## src/rtl/flash_host_pkg.sv

```systemverilog
// Constants, register map and types for the flash host controller
package flash_host_pkg;
	// Clock and timing, figures in ns or us, counts derived
	localparam int CLK_NS     = 4;
	localparam int GLITCH_NS  = 5;
	localparam int STROBE_NS  = 40;
	localparam int STROBE_CYC = (STROBE_NS + CLK_NS - 1) / CLK_NS;
	localparam int ACC_NS     = 90;
	localparam int READ_CYC   = (ACC_NS + CLK_NS - 1) / CLK_NS;
	localparam int HOLD_NS    = 10;
	localparam int HOLD_CYC   = (HOLD_NS + CLK_NS - 1) / CLK_NS;
	localparam int PROT_US    = 100;
	localparam int PROT_CYC   = (PROT_US * 1000 + CLK_NS - 1) / CLK_NS;
	localparam int ADDR_W     = 20;

	// Register byte offsets on APB
	localparam logic [11:0] REG_CTRL   = 12'h000;
	localparam logic [11:0] REG_ADDR   = 12'h004;
	localparam logic [11:0] REG_WDATA  = 12'h008;
	localparam logic [11:0] REG_STATUS = 12'h00c;

	// Control register fields
	localparam int CTRL_OP_W     = 3;
	localparam int CTRL_TU_BIT   = 8;
	localparam int CTRL_INSYS_BIT = 9;

	// Status register fields
	localparam int ST_BUSY   = 0;
	localparam int ST_OK     = 1;
	localparam int ST_FAIL   = 2;
	localparam int ST_REJECT = 3;
	localparam int ST_MAYBE  = 4;
	localparam int ST_RB     = 5;
	localparam int ST_RD_LSB = 8;

	// Status bits returned by the device on a read
	localparam int POLL_BIT = 7;
	localparam int T1_BIT   = 6;
	localparam int TMO_BIT  = 5;
	localparam int EW_BIT   = 3;
	localparam int T2_BIT   = 2;

	// Address bits used by protection modes
	localparam int A0_BIT = 0;
	localparam int A1_BIT = 1;
	localparam int A6_BIT = 6;

	// Command bytes
	localparam logic [7:0] RESET_CMD     = 8'hf0;
	localparam logic [7:0] ERASE_CONFIRM = 8'h30;

	typedef enum logic [2:0] {
		OP_NONE      = 3'h0,
		OP_WRITE     = 3'h1,
		OP_READ      = 3'h2,
		OP_POLL      = 3'h3,
		OP_ADDSEC    = 3'h4,
		OP_PROTECT   = 3'h5,
		OP_UNPROTECT = 3'h6,
		OP_VERIFY    = 3'h7
	} op_t;
endpackage

```

## src/rtl/flash_host.sv

```systemverilog
// Flash host controller: APB registers, command cycles, status polling
`timescale 1ns/1ps
module flash_host
	import flash_host_pkg::*;
#(
	parameter int PROTECT_CYC = PROT_CYC,
	parameter int LEN_W       = 16
)
(
	// Clock and reset
	input  wire logic              clk_sys,
	input  wire logic              rst,
	// APB slave
	input  wire logic              psel,
	input  wire logic              penable,
	input  wire logic              pwrite,
	input  wire logic [11:0]       paddr,
	input  wire logic [31:0]       pwdata,
	output logic                   pready,
	output logic [31:0]            prdata,
	output logic                   pslverr,
	// Flash strobes and address
	output logic                   ce_n,
	output logic                   we_n,
	output logic                   oe_n,
	output logic [ADDR_W-1:0]      flash_addr,
	// Flash data, two-way
	input  wire logic [7:0]        dq_in,
	output logic [7:0]             dq_out,
	output logic                   dq_oe,
	// High-voltage qualifiers
	output logic                   reset_hv,
	output logic                   a9_hv,
	output logic                   oe_hv,
	// Device ready pin
	input  wire logic              ready_busy_n
);
	typedef enum logic [3:0] {
		S_IDLE   = 4'h0,
		S_PREAD  = 4'h1,
		S_PEVAL  = 4'h3,
		S_RST    = 4'h2,
		S_CYC    = 4'h6,
		S_AREAD1 = 4'h7,
		S_AWRITE = 4'h5,
		S_AREAD2 = 4'h4
	} host_state_t;

	typedef struct packed {
		host_state_t       st;
		op_t               op;
		logic              iss;
		logic              start;
		logic              clr;
		logic              recheck;
		logic              temp_unprot;
		logic              in_sys;
		logic [ADDR_W-1:0] addr;
		logic [7:0]        wdata;
		logic              ok;
		logic              fail;
		logic              reject;
		logic              maybe;
		logic [7:0]        rd;
		logic              rb_n;
		logic              a9_hv;
		logic              oe_hv;
		logic              pready;
		logic              pslverr;
		logic [31:0]       prdata;
	} host_t;

	host_t             s;
	host_t             next_s;
	logic              cyc_done;
	logic [7:0]        cyc_rdata;
	logic              cyc_write;
	logic [ADDR_W-1:0] cyc_addr;
	logic [7:0]        cyc_wdata;
	logic [LEN_W-1:0]  cyc_len;
	logic              tog_pair;
	logic              tog_one;
	logic              tog_two;
	logic [31:0]       ctrl_rd;
	logic [31:0]       stat_rd;
	op_t               new_op;

	// Register read images
	always_comb
	begin
		ctrl_rd = '0;
		ctrl_rd[CTRL_OP_W-1:0] = s.op;
		ctrl_rd[CTRL_TU_BIT] = s.temp_unprot;
		ctrl_rd[CTRL_INSYS_BIT] = s.in_sys;
		stat_rd = '0;
		stat_rd[ST_BUSY] = (s.st != S_IDLE);
		stat_rd[ST_OK] = s.ok;
		stat_rd[ST_FAIL] = s.fail;
		stat_rd[ST_REJECT] = s.reject;
		stat_rd[ST_MAYBE] = s.maybe;
		stat_rd[ST_RB] = s.rb_n;
		stat_rd[ST_RD_LSB +: 8] = s.rd;
		new_op = op_t'(pwdata[CTRL_OP_W-1:0]);
	end

	// Cycle request follows the state; the pin module latches it at start, and len one cycle later
	always_comb
	begin
		cyc_write = 1'b0;
		cyc_addr = s.addr;
		cyc_wdata = s.wdata;
		cyc_len = LEN_W'(READ_CYC);
		case (s.st)
			S_RST:
			begin
				cyc_write = 1'b1;
				cyc_wdata = RESET_CMD;
				cyc_len = LEN_W'(STROBE_CYC);
			end
			S_AWRITE:
			begin
				cyc_write = 1'b1;
				cyc_wdata = ERASE_CONFIRM;
				cyc_len = LEN_W'(STROBE_CYC);
			end
			S_CYC:
				case (s.op)
					OP_WRITE:
					begin
						cyc_write = 1'b1;
						cyc_len = LEN_W'(STROBE_CYC);
					end
					OP_PROTECT:
					begin
						cyc_write = 1'b1;
						cyc_len = LEN_W'(PROTECT_CYC);
					end
					OP_UNPROTECT:
					begin
						cyc_write = 1'b1;
						cyc_addr[A6_BIT] = 1'b1;
						cyc_len = LEN_W'(PROTECT_CYC);
					end
					OP_VERIFY:
					begin
						cyc_addr[A1_BIT] = 1'b1;
						cyc_addr[A0_BIT] = 1'b0;
						cyc_addr[A6_BIT] = 1'b0;
					end
					default:
						cyc_len = LEN_W'(READ_CYC);
				endcase
			default:
				cyc_len = LEN_W'(READ_CYC);
		endcase
	end

	// Sequencer and APB slave
	always_comb
	begin
		next_s = s;
		next_s.start = 1'b0;
		next_s.clr = 1'b0;
		next_s.rb_n = ready_busy_n;
		next_s.pready = 1'b0;
		next_s.pslverr = 1'b0;
		// Each busy state except S_PEVAL issues exactly one pin cycle
		if (s.st != S_IDLE && s.st != S_PEVAL && !s.iss)
		begin
			next_s.iss = 1'b1;
			next_s.start = 1'b1;
		end
		case (s.st)
			S_CYC:
				if (cyc_done)
				begin
					next_s.iss = 1'b0;
					next_s.rd = cyc_rdata;
					next_s.ok = 1'b1;
					next_s.a9_hv = 1'b0;
					next_s.oe_hv = 1'b0;
					next_s.st = S_IDLE;
				end
			S_PREAD:
				if (cyc_done)
				begin
					next_s.iss = 1'b0;
					next_s.rd = cyc_rdata;
					next_s.st = S_PEVAL;
				end
			S_PEVAL:
				// Toggle stopped means done; timeout needs one more fresh pair
				if (!tog_pair)
					next_s.st = S_PREAD;
				else if (!tog_one)
				begin
					next_s.ok = 1'b1;
					next_s.st = S_IDLE;
				end
				else if (s.rd[TMO_BIT] && !s.recheck)
				begin
					next_s.recheck = 1'b1;
					next_s.clr = 1'b1;
					next_s.st = S_PREAD;
				end
				else if (s.rd[TMO_BIT])
				begin
					next_s.fail = 1'b1;
					next_s.st = S_RST;
				end
				else
					next_s.st = S_PREAD;
			S_RST:
				if (cyc_done)
				begin
					next_s.iss = 1'b0;
					next_s.st = S_IDLE;
				end
			S_AREAD1:
				if (cyc_done)
				begin
					next_s.iss = 1'b0;
					next_s.rd = cyc_rdata;
					// Window already closed: the command would be ignored
					if (cyc_rdata[EW_BIT])
					begin
						next_s.reject = 1'b1;
						next_s.st = S_IDLE;
					end
					else
						next_s.st = S_AWRITE;
				end
			S_AWRITE:
				if (cyc_done)
				begin
					next_s.iss = 1'b0;
					next_s.st = S_AREAD2;
				end
			S_AREAD2:
				if (cyc_done)
				begin
					next_s.iss = 1'b0;
					next_s.rd = cyc_rdata;
					next_s.maybe = cyc_rdata[EW_BIT];
					next_s.ok = !cyc_rdata[EW_BIT];
					next_s.st = S_IDLE;
				end
			default:
				next_s.iss = 1'b0;
		endcase
		// Answer one cycle into the access phase
		if (psel && penable && !s.pready)
		begin
			next_s.pready = 1'b1;
			next_s.prdata = '0;
			if (paddr == REG_CTRL)
				next_s.prdata = ctrl_rd;
			else if (paddr == REG_ADDR)
				next_s.prdata[ADDR_W-1:0] = s.addr;
			else if (paddr == REG_WDATA)
				next_s.prdata[7:0] = s.wdata;
			else if (paddr == REG_STATUS)
				next_s.prdata = stat_rd;
			else
				next_s.pslverr = 1'b1;
		end
		// Writes land at the edge where pready is sampled high
		if (psel && penable && s.pready && pwrite)
		begin
			if (paddr == REG_CTRL)
			begin
				next_s.temp_unprot = pwdata[CTRL_TU_BIT];
				next_s.in_sys = pwdata[CTRL_INSYS_BIT];
				// A new op while busy is dropped, not queued
				if (s.st == S_IDLE && new_op != OP_NONE)
				begin
					next_s.op = new_op;
					next_s.ok = 1'b0;
					next_s.fail = 1'b0;
					next_s.reject = 1'b0;
					next_s.maybe = 1'b0;
					next_s.recheck = 1'b0;
					next_s.clr = 1'b1;
					next_s.iss = 1'b0;
					next_s.a9_hv = (new_op == OP_PROTECT) || (new_op == OP_UNPROTECT) ||
						((new_op == OP_VERIFY) && !pwdata[CTRL_INSYS_BIT]);
					next_s.oe_hv = (new_op == OP_PROTECT) || (new_op == OP_UNPROTECT);
					if (new_op == OP_POLL)
						next_s.st = S_PREAD;
					else if (new_op == OP_ADDSEC)
						next_s.st = S_AREAD1;
					else
						next_s.st = S_CYC;
				end
			end
			else if (paddr == REG_ADDR)
				next_s.addr = pwdata[ADDR_W-1:0];
			else if (paddr == REG_WDATA)
				next_s.wdata = pwdata[7:0];
		end
	end

	// State register
	always_ff @(posedge clk_sys or posedge rst)
	begin
		if (rst)
			s <= '0;
		else
			s <= next_s;
	end

	// Pin cycle engine
	flash_pin_cycle #(
		.LEN_W (LEN_W)
	) u_cycle (
		.clk_sys    (clk_sys),
		.rst        (rst),
		.start      (s.start),
		.is_write   (cyc_write),
		.addr       (cyc_addr),
		.wdata      (cyc_wdata),
		.len        (cyc_len),
		.done       (cyc_done),
		.rdata      (cyc_rdata),
		.ce_n       (ce_n),
		.we_n       (we_n),
		.oe_n       (oe_n),
		.flash_addr (flash_addr),
		.dq_out     (dq_out),
		.dq_oe      (dq_oe),
		.dq_in      (dq_in)
	);

	// Toggle detector fed by each S_PREAD status read
	flash_toggle_check u_toggle (
		.clk_sys     (clk_sys),
		.rst         (rst),
		.clear       (s.clr),
		.valid       (cyc_done && s.st == S_PREAD),
		.data        (cyc_rdata),
		.pair        (tog_pair),
		.toggled_one (tog_one),
		.toggled_two (tog_two)
	);

	assign pready = s.pready;
	assign prdata = s.prdata;
	assign pslverr = s.pslverr;
	assign reset_hv = s.temp_unprot;
	assign a9_hv = s.a9_hv;
	assign oe_hv = s.oe_hv;

	// Checks on the pins this controller drives
	property p_write_qual;
		@(posedge clk_sys) disable iff (rst) (!we_n && !ce_n) |-> oe_n;
	endproperty
	a_write_qual: assert property (p_write_qual) else $error("write with oe low");

	property p_reset_after_timeout;
		@(posedge clk_sys) disable iff (rst)
			$rose(s.fail) |-> ##[1:4] (!we_n && dq_oe && dq_out == RESET_CMD);
	endproperty
	a_reset_after_timeout: assert property (p_reset_after_timeout)
		else $error("no reset command after timeout");

	property p_poll_addr;
		@(posedge clk_sys) disable iff (rst)
			(s.st == S_PREAD && !oe_n) |-> (flash_addr == s.addr);
	endproperty
	a_poll_addr: assert property (p_poll_addr) else $error("poll at wrong address");

	property p_addsec_checked;
		@(posedge clk_sys) disable iff (rst)
			(s.st == S_AWRITE && !we_n) |-> (!s.rd[EW_BIT] && $past(s.st, 3) != S_IDLE);
	endproperty
	a_addsec_checked: assert property (p_addsec_checked)
		else $error("sector added without window check");

	property p_verify_addr;
		@(posedge clk_sys) disable iff (rst)
			(s.op == OP_VERIFY && s.st == S_CYC && !oe_n) |->
			(flash_addr[A1_BIT] && !flash_addr[A0_BIT] && (a9_hv == !s.in_sys));
	endproperty
	a_verify_addr: assert property (p_verify_addr) else $error("bad verify address");

	c_poll_ok: cover property (@(posedge clk_sys) disable iff (rst)
		(s.st == S_PEVAL) ##1 (s.st == S_IDLE && s.ok));
	c_timeout: cover property (@(posedge clk_sys) disable iff (rst) $rose(s.fail));
	c_maybe: cover property (@(posedge clk_sys) disable iff (rst) $rose(s.maybe));
endmodule

```

## src/rtl/flash_pin_cycle.sv

```systemverilog
// One strobed read or write cycle on the flash pins
`timescale 1ns/1ps
module flash_pin_cycle
	import flash_host_pkg::*;
#(
	parameter int LEN_W = 16
)
(
	// Clock and reset
	input  wire logic              clk_sys,
	input  wire logic              rst,
	// Request
	input  wire logic              start,
	input  wire logic              is_write,
	input  wire logic [ADDR_W-1:0] addr,
	input  wire logic [7:0]        wdata,
	input  wire logic [LEN_W-1:0]  len,
	output logic                   done,
	output logic [7:0]             rdata,
	// Flash pins
	output logic                   ce_n,
	output logic                   we_n,
	output logic                   oe_n,
	output logic [ADDR_W-1:0]      flash_addr,
	output logic [7:0]             dq_out,
	output logic                   dq_oe,
	input  wire logic [7:0]        dq_in
);
	typedef enum logic [1:0] {
		C_IDLE   = 2'b00,
		C_SETUP  = 2'b01,
		C_STROBE = 2'b11,
		C_HOLD   = 2'b10
	} cyc_state_t;

	typedef struct packed {
		cyc_state_t        st;
		logic [LEN_W-1:0]  cnt;
		logic              wr;
		logic              done;
		logic [7:0]        rd;
		logic              ce_n;
		logic              we_n;
		logic              oe_n;
		logic [ADDR_W-1:0] a;
		logic [7:0]        dq;
		logic              dq_oe;
	} cyc_t;

	cyc_t s;
	cyc_t next_s;

	// Oe stays high across a write and we stays high across a read
	always_comb
	begin
		next_s = s;
		next_s.done = 1'b0;
		case (s.st)
			C_IDLE:
				if (start)
				begin
					next_s.a = addr;
					next_s.wr = is_write;
					next_s.dq = wdata;
					next_s.dq_oe = is_write;
					next_s.ce_n = 1'b0;
					next_s.st = C_SETUP;
				end
			C_SETUP:
			begin
				next_s.we_n = !s.wr;
				next_s.oe_n = s.wr;
				next_s.cnt = len;
				next_s.st = C_STROBE;
			end
			C_STROBE:
				if (s.cnt <= LEN_W'(1))
				begin
					// Strobe width far above the device glitch filter
					next_s.we_n = 1'b1;
					next_s.oe_n = 1'b1;
					next_s.ce_n = 1'b1;
					if (!s.wr)
						next_s.rd = dq_in;
					next_s.cnt = LEN_W'(HOLD_CYC);
					next_s.st = C_HOLD;
				end
				else
					next_s.cnt = s.cnt - LEN_W'(1);
			default:
				// Hold data and keep oe high before the next status read
				if (s.cnt <= LEN_W'(1))
				begin
					next_s.dq_oe = 1'b0;
					next_s.done = 1'b1;
					next_s.st = C_IDLE;
				end
				else
					next_s.cnt = s.cnt - LEN_W'(1);
		endcase
	end

	// State register
	always_ff @(posedge clk_sys or posedge rst)
	begin
		if (rst)
		begin
			s <= '0;
			s.ce_n <= 1'b1;
			s.we_n <= 1'b1;
			s.oe_n <= 1'b1;
		end
		else
			s <= next_s;
	end

	assign done = s.done;
	assign rdata = s.rd;
	assign ce_n = s.ce_n;
	assign we_n = s.we_n;
	assign oe_n = s.oe_n;
	assign flash_addr = s.a;
	assign dq_out = s.dq;
	assign dq_oe = s.dq_oe;
endmodule

```

## src/rtl/flash_toggle_check.sv

```systemverilog
// Compares two successive status reads for toggling bits
`timescale 1ns/1ps
module flash_toggle_check
	import flash_host_pkg::*;
(
	// Clock and reset
	input  wire logic       clk_sys,
	input  wire logic       rst,
	// Read samples
	input  wire logic       clear,
	input  wire logic       valid,
	input  wire logic [7:0] data,
	// Result of the last pair
	output logic            pair,
	output logic            toggled_one,
	output logic            toggled_two
);
	typedef struct packed {
		logic [7:0] prev;
		logic       have;
		logic       pair;
		logic       t1;
		logic       t2;
	} chk_t;

	chk_t s;
	chk_t next_s;

	// One read alone says nothing; a pair is needed to see toggling
	always_comb
	begin
		next_s = s;
		if (clear)
			next_s = '0;
		else if (valid)
		begin
			if (s.have)
			begin
				next_s.t1 = s.prev[T1_BIT] ^ data[T1_BIT];
				next_s.t2 = s.prev[T2_BIT] ^ data[T2_BIT];
				next_s.pair = 1'b1;
			end
			next_s.prev = data;
			next_s.have = 1'b1;
		end
	end

	// State register
	always_ff @(posedge clk_sys or posedge rst)
	begin
		if (rst)
			s <= '0;
		else
			s <= next_s;
	end

	assign pair = s.pair;
	assign toggled_one = s.t1;
	assign toggled_two = s.t2;
endmodule

```

## config.mk

```make
export PLATFORM = sky130hd
export DESIGN_NAME = flash_host
export DESIGN_NICKNAME = d
export VERILOG_FILES = /design/src/rtl/flash_host_pkg.sv /design/src/rtl/flash_host.sv /design/src/rtl/flash_pin_cycle.sv /design/src/rtl/flash_toggle_check.sv
export SDC_FILE = /design/constraint.sdc
export NUM_CORES = 1
export LEC_CHECK = 0
export BUFFER_PORTS_ARGS = -buffer_cell sky130_fd_sc_hd__clkbuf_2
export CAP_MARGIN = 20
export CORE_MARGIN = 2
export CORE_UTILIZATION = 60
export DETAILED_ROUTE_END_ITERATION = 7
export PLACE_DENSITY_LB_ADDON = 0.3
export SKIP_CTS_REPAIR_TIMING = 1
export SYNTH_ARGS = -nofsm -noshare
export SYNTH_HDL_FRONTEND = slang
export SYNTH_HIERARCHICAL = 1
export SYNTH_SLANG_ARGS = --single-unit
```

## constraint.sdc

```tcl
create_clock -name clk_sys -period 4.55 [get_ports clk_sys]
set_input_delay 0.455 -clock clk_sys [delete_from_list [all_inputs] [get_ports clk_sys]]
set_output_delay 0.455 -clock clk_sys [all_outputs]
set_load 0.005 [all_outputs]
```

Yosys cells after proc, flatten, opt, wreduce, memory -nomap -nowiden. Index checks and enable logic that the tools add are counted. W data, S select, Z words.

Register bits after elaboration: 160. Output and inout bits: 69. Logic and storage cells: 212.

Bitwise gates (word level): 7. Multiplexer cells: 89. Eq/ne operators: 27. $add $sub $neg: 1. Order comparisons: 1. Reduce and logical (&&, ||, !) cells: 51.

Operators with widths (count): $pmux W15 S2 (2); $mux W8 (7); $mux W16 (3); $pmux W16 S3 (1); $mux W4 (11); $mux W20 (2); $mux W2 (18); $mux W36 (1); $mux W34 (1); $mux W32 (1); $pmux W8 S2 (2); $mux W28 (1); $mux W25 (1); $eq A12 B4 Y1 const B (2); $mux W1 (22); $mux W11 (2); $eq A3 B3 Y1 const B (7); $reduce_and A3 Y1 (7); $pmux W4 S5 (1); $eq A4 B3 Y1 const B (4); $le A16 B1 Y1 const B (1); $sub A16 B1 Y16 const B (1); $mux W13 (1); $eq A12 B3 Y1 const B (1); other kinds (32) (76).

Depth between registers and ports, before layout.
Word-level depth: 9. Gate-level depth with buffers: 8. Depth with buffers taken out: 8.

Hierarchy. Netlist, hierarchy kept.

Modules (own cells, without submodules): flash_host (cells each 370, times used 1, seq. area each 1951.9 um2, area an instance 3911.3 um2); flash_pin_cycle (cells each 265, times used 1, seq. area each 1505.2 um2, area an instance 3016.6 um2); flash_toggle_check (cells each 22, times used 1, seq. area each 150.1 um2, area an instance 254.0 um2).

Least setup slack after synthesis. No wires, ideal clock.

Path kind: reg2reg. Start point: reg u_cycle/s[42] (netlist bit). End point: reg u_cycle/s[54] (netlist bit). Path buffers: 1. Cell stages (with the launch flop): 9. Setup time: 0.141 ns. Arrival: 2.219 ns. Path slack: 2.189 ns. Cell sequence: dfrtp_1 > inv_1 > ha_1 > or4b_2 > clkbuf_1 > or4_1 > o211a_1 > o21ai_0 > o311ai_1.

Longest elaborated chain between the ends: 3. Elaborated cells between the ends (all ways): 7. Those cells by class: add/sub (1); order compare (1); eq/ne (1); mux (3); reduce/logical (1).

Ends and longest elaborated chain: start, declared (RTL line flash_pin_cycle.sv:50) `cyc_t s;`; start signal, assigned (RTL line flash_pin_cycle.sv:114) `s <= next_s;`; $sub A16 B1 Y16 / $le A16 B1 Y1 (equally long branches); $mux W16 (tied with other cells) (RTL line flash_pin_cycle.sv:92) `if (s.cnt <= LEN_W'(1))`; $pmux W16 S3 / $reduce_and A2 Y1 (equally long branches).

Several ways; a longest one is shown, not always the timed one. The select of a mux whose other input is x is not followed. A chain may end at the register's enable or synchronous reset.

Worst setup path in the final report.
Start point: reg u_cycle/s[42] (netlist bit). End point: reg u_cycle/s[45] (netlist bit).

Same word-level chain as after synthesis.

==> summary.md <==
| Metric | Value |
|---|---|
| Placer Congestion | 0.877 |
| CP required | 4.83 ns |
| CP arrival | 2.90 ns |
| Clock-pin slew on the worst setup and hold paths | 0.06 ns |
| DRC errors left | 0 |
| CP Capture Type | flip-flop |
| Initial DRC Count | 383 |
| R2r startpoint | u_cycle/s[42]$_DFFE_PP0P_ |
| Power per Cell Area | 378 nW/um^2 |
| Total power | 2980 uW |
| Number of buffers created by CTS | 17 |
| Min Tclk post-route | 2.62 ns |
| RSZ-0062 raised after global routing | no |
| Slew @ Worst Pin | 0.959 ns |
| I/O Pins | 127 |
| Via density per instance | 5.88 |
| Root buffer selected by CTS | clkbuf_16 |
| Leakage power | 0.00387 uW |
| Int Power | 2310 uW |
| Max VDD drop | 0.500 mV |
| First-pass GRT wire length | 25.7 mm |
| Nets@finish | 756 |
| GRT Residual Overflow | 0 |
| Yosys Warn Count | 6 |
| Place WS | 1.71 ns |
| Worst r2r dst | u_cycle/s[45]$_DFFE_PP0P_ |
| DR vias | 5007 |
| Switching Share | 22.4% |
| R2R cell count | 7 |
| Final Cycle Share | 57.6% |
| Die area | 12700 sq um |
| Status | finished clean |
| GRT Total Usage | 26.2% |
| Max Slew Vio Count | 0 |
| Count of input and output buffers | 102 |
| Net Sw Power | 668 uW |
| Beginning of the worst hold path | ready_busy_n |
| Final Hold Fails | 0 |
| Worst setup margin | 1.93 ns |
| Largest net degree at the start of global routing | 61 |
| Cell count after synthesis | 650 |
| Syn_area_per_cell | 10.9 sq um |
| Diode count | 0 |
| CP Class | flip-flop to flip-flop |
| Hold Crit Class | input pin to flip-flop |
| Initial core utilization | 61.9% |
| Max Clk Rate | 382 MHz |
| Max Cap Viol | 0 |
| Worst-Skew Late Latency | 0.43 ns |
| Worst Clk Skew | 0.0104 ns |
| Area of the mapped netlist | 7100 sq um |
| CTS sink cnt | 142 |
| Crit path from | u_cycle/s[42]$_DFFE_PP0P_ |
| Routed wire length | 15.7 mm |
| # setup viols final | 0 |
| R2R Setup Slk | 1.93 ns |
| # H-tree levels | 4 |
| Layout cells sized above 1 | 34.6% |
| Initial antenna violation count | 0 |
| DRT Pass-1 Iters | 6 |
| Die H | 113 um |
| Worst Path Max Fanout | 10 |
| Clock power frac | 49.1% |
| Slew HR | 35.8% |
| Detail Placement HPWL | 10.8 mm |
| Share of power burned in combinational logic | 5.8% |
| FP Rows | 39 |
| Area delta synth->final | 11.1% |
| CP Capture Point | u_cycle/s[45]$_DFFE_PP0P_ |
| CP Launch Type | flip-flop |
| Remaining antenna violation count | 0 |
| Core area | 11500 sq um |
| Vias in the first global route | 5028 |
| Reg power frac | 45.1% |
| TritonCTS clock tree | done |
| DR WL/cell | 18.4 um |
| Max clock buf depth | 2 |
| Chip width | 113 um |
| Setup TNS | 0 ns |
## placed cells by master (no fill, tap or decap), types with 3 or more instances in the layout
cell type / n
clkbuf_2: 102
nor4_1: 3
a221o_1: 3
o211ai_1: 10
nor3_1: 12
nor2_1: 43
inv_1: 10
or4_1: 4
mux4_2: 3
mux2i_1: 12
o21ai_0: 24
o31ai_1: 11
clkbuf_16: 17
dfrtp_1: 139
and2_1: 3
and3_1: 3
a211oi_1: 6
mux2_2: 77
nand4_1: 4
dfstp_2: 3
nor2b_1: 13
bufinv_16: 4
nand3_1: 19
a31oi_1: 4
clkinv_4: 3
clkbuf_1: 3
nand2_1: 60
conb_1: 18
or2_2: 6
buf_4: 4
nand2b_1: 4
a21oi_1: 17
a22oi_1: 6
## metrics by stage
step	cell area, sq um	util, %	hold WS [ns]	std cells
2_1_floorplan	7160	-	0.221	667
3_3_place_gp	7230	63.0	0.371	818
3_5_place_dp	7230	63.0	0.379	818
4_1_cts	7860	68.5	-0.0730	850
5_1_grt	7890	68.8	0.132	852
6_report	7890	68.8	0.152	852
## sequential cells by signal (all words and copies together), names as in the netlist, 2 cells and up
signal and flops:
ctrl_rd 4, u_cycle/dq_out 8, s 32, u_toggle/s 2, u_cycle/s 19, cyc_addr 17
prdata 20, u_cycle/rdata 8, u_cycle/flash_addr 20
## power by group through the flow
| stage | combinational, uW | clock (uW) | sequential (uW) |
|---|---|---|---|
| after global routing | 196 | 1550 | 1350 |
| after global placement | 164 | 0 | 1360 |
| after detailed placement | 169 | 0 | 1360 |
| after CTS | 171 | 1480 | 1340 |
| after floorplan | 136 | 0 | 1350 |
| final | 172 | 1460 | 1350 |
## layout make-up
| type | instances | area [sq um] |
|---|---|---|
| tap | 143 | 179 |
| multi-input combinational | 414 | 2900 |
| clock buffer | 22 | 464 |
| timing repair buffer | 108 | 571 |
| sequential | 142 | 3560 |
| clock inverter | 10 | 164 |
| inverter | 13 | 48.8 |
| fill | 849 | 3580 |
## how the worst min path moves through the flow
stage | to | slack, ns | cells after the start
2_1_floorplan | u_toggle/pair$_DFFE_PP0P_ | 0.22 | 1
3_3_place_gp | u_toggle/toggled_one$_DFFE_PP0P_ | 0.37 | 2
3_5_place_dp | u_toggle/pair$_DFFE_PP0P_ | 0.38 | 2
4_1_cts | u_toggle/s[10]$_DFFE_PP0P_ | -0.07 | 2
5_1_grt | s[36]$_DFF_PP0_ | 0.13 | 1
6_report | s[36]$_DFF_PP0_ | 0.15 | 1
## critical path, cell delays in order, from the launching register on
cell and delay [ns]:
dfrtp_1 0.41, inv_1 0.11, ha_1 0.28, nor2_1 0.08, nor2b_1 0.45, a21oi_1 0.41, nor2_1 0.55, o21ai_0 0.19
## metal layers
layer | vias up | track usage (%) | routed length, um
met5 | - | 0 | 0
met4 | 0 | 8.46 | 311
met3 | 26 | 9.00 | 1130
met2 | 206 | 40.6 | 7530
met1 | 2464 | 35.1 | 6700
li1 | 2311 | - | -
(Power assumes the default switching activity.)
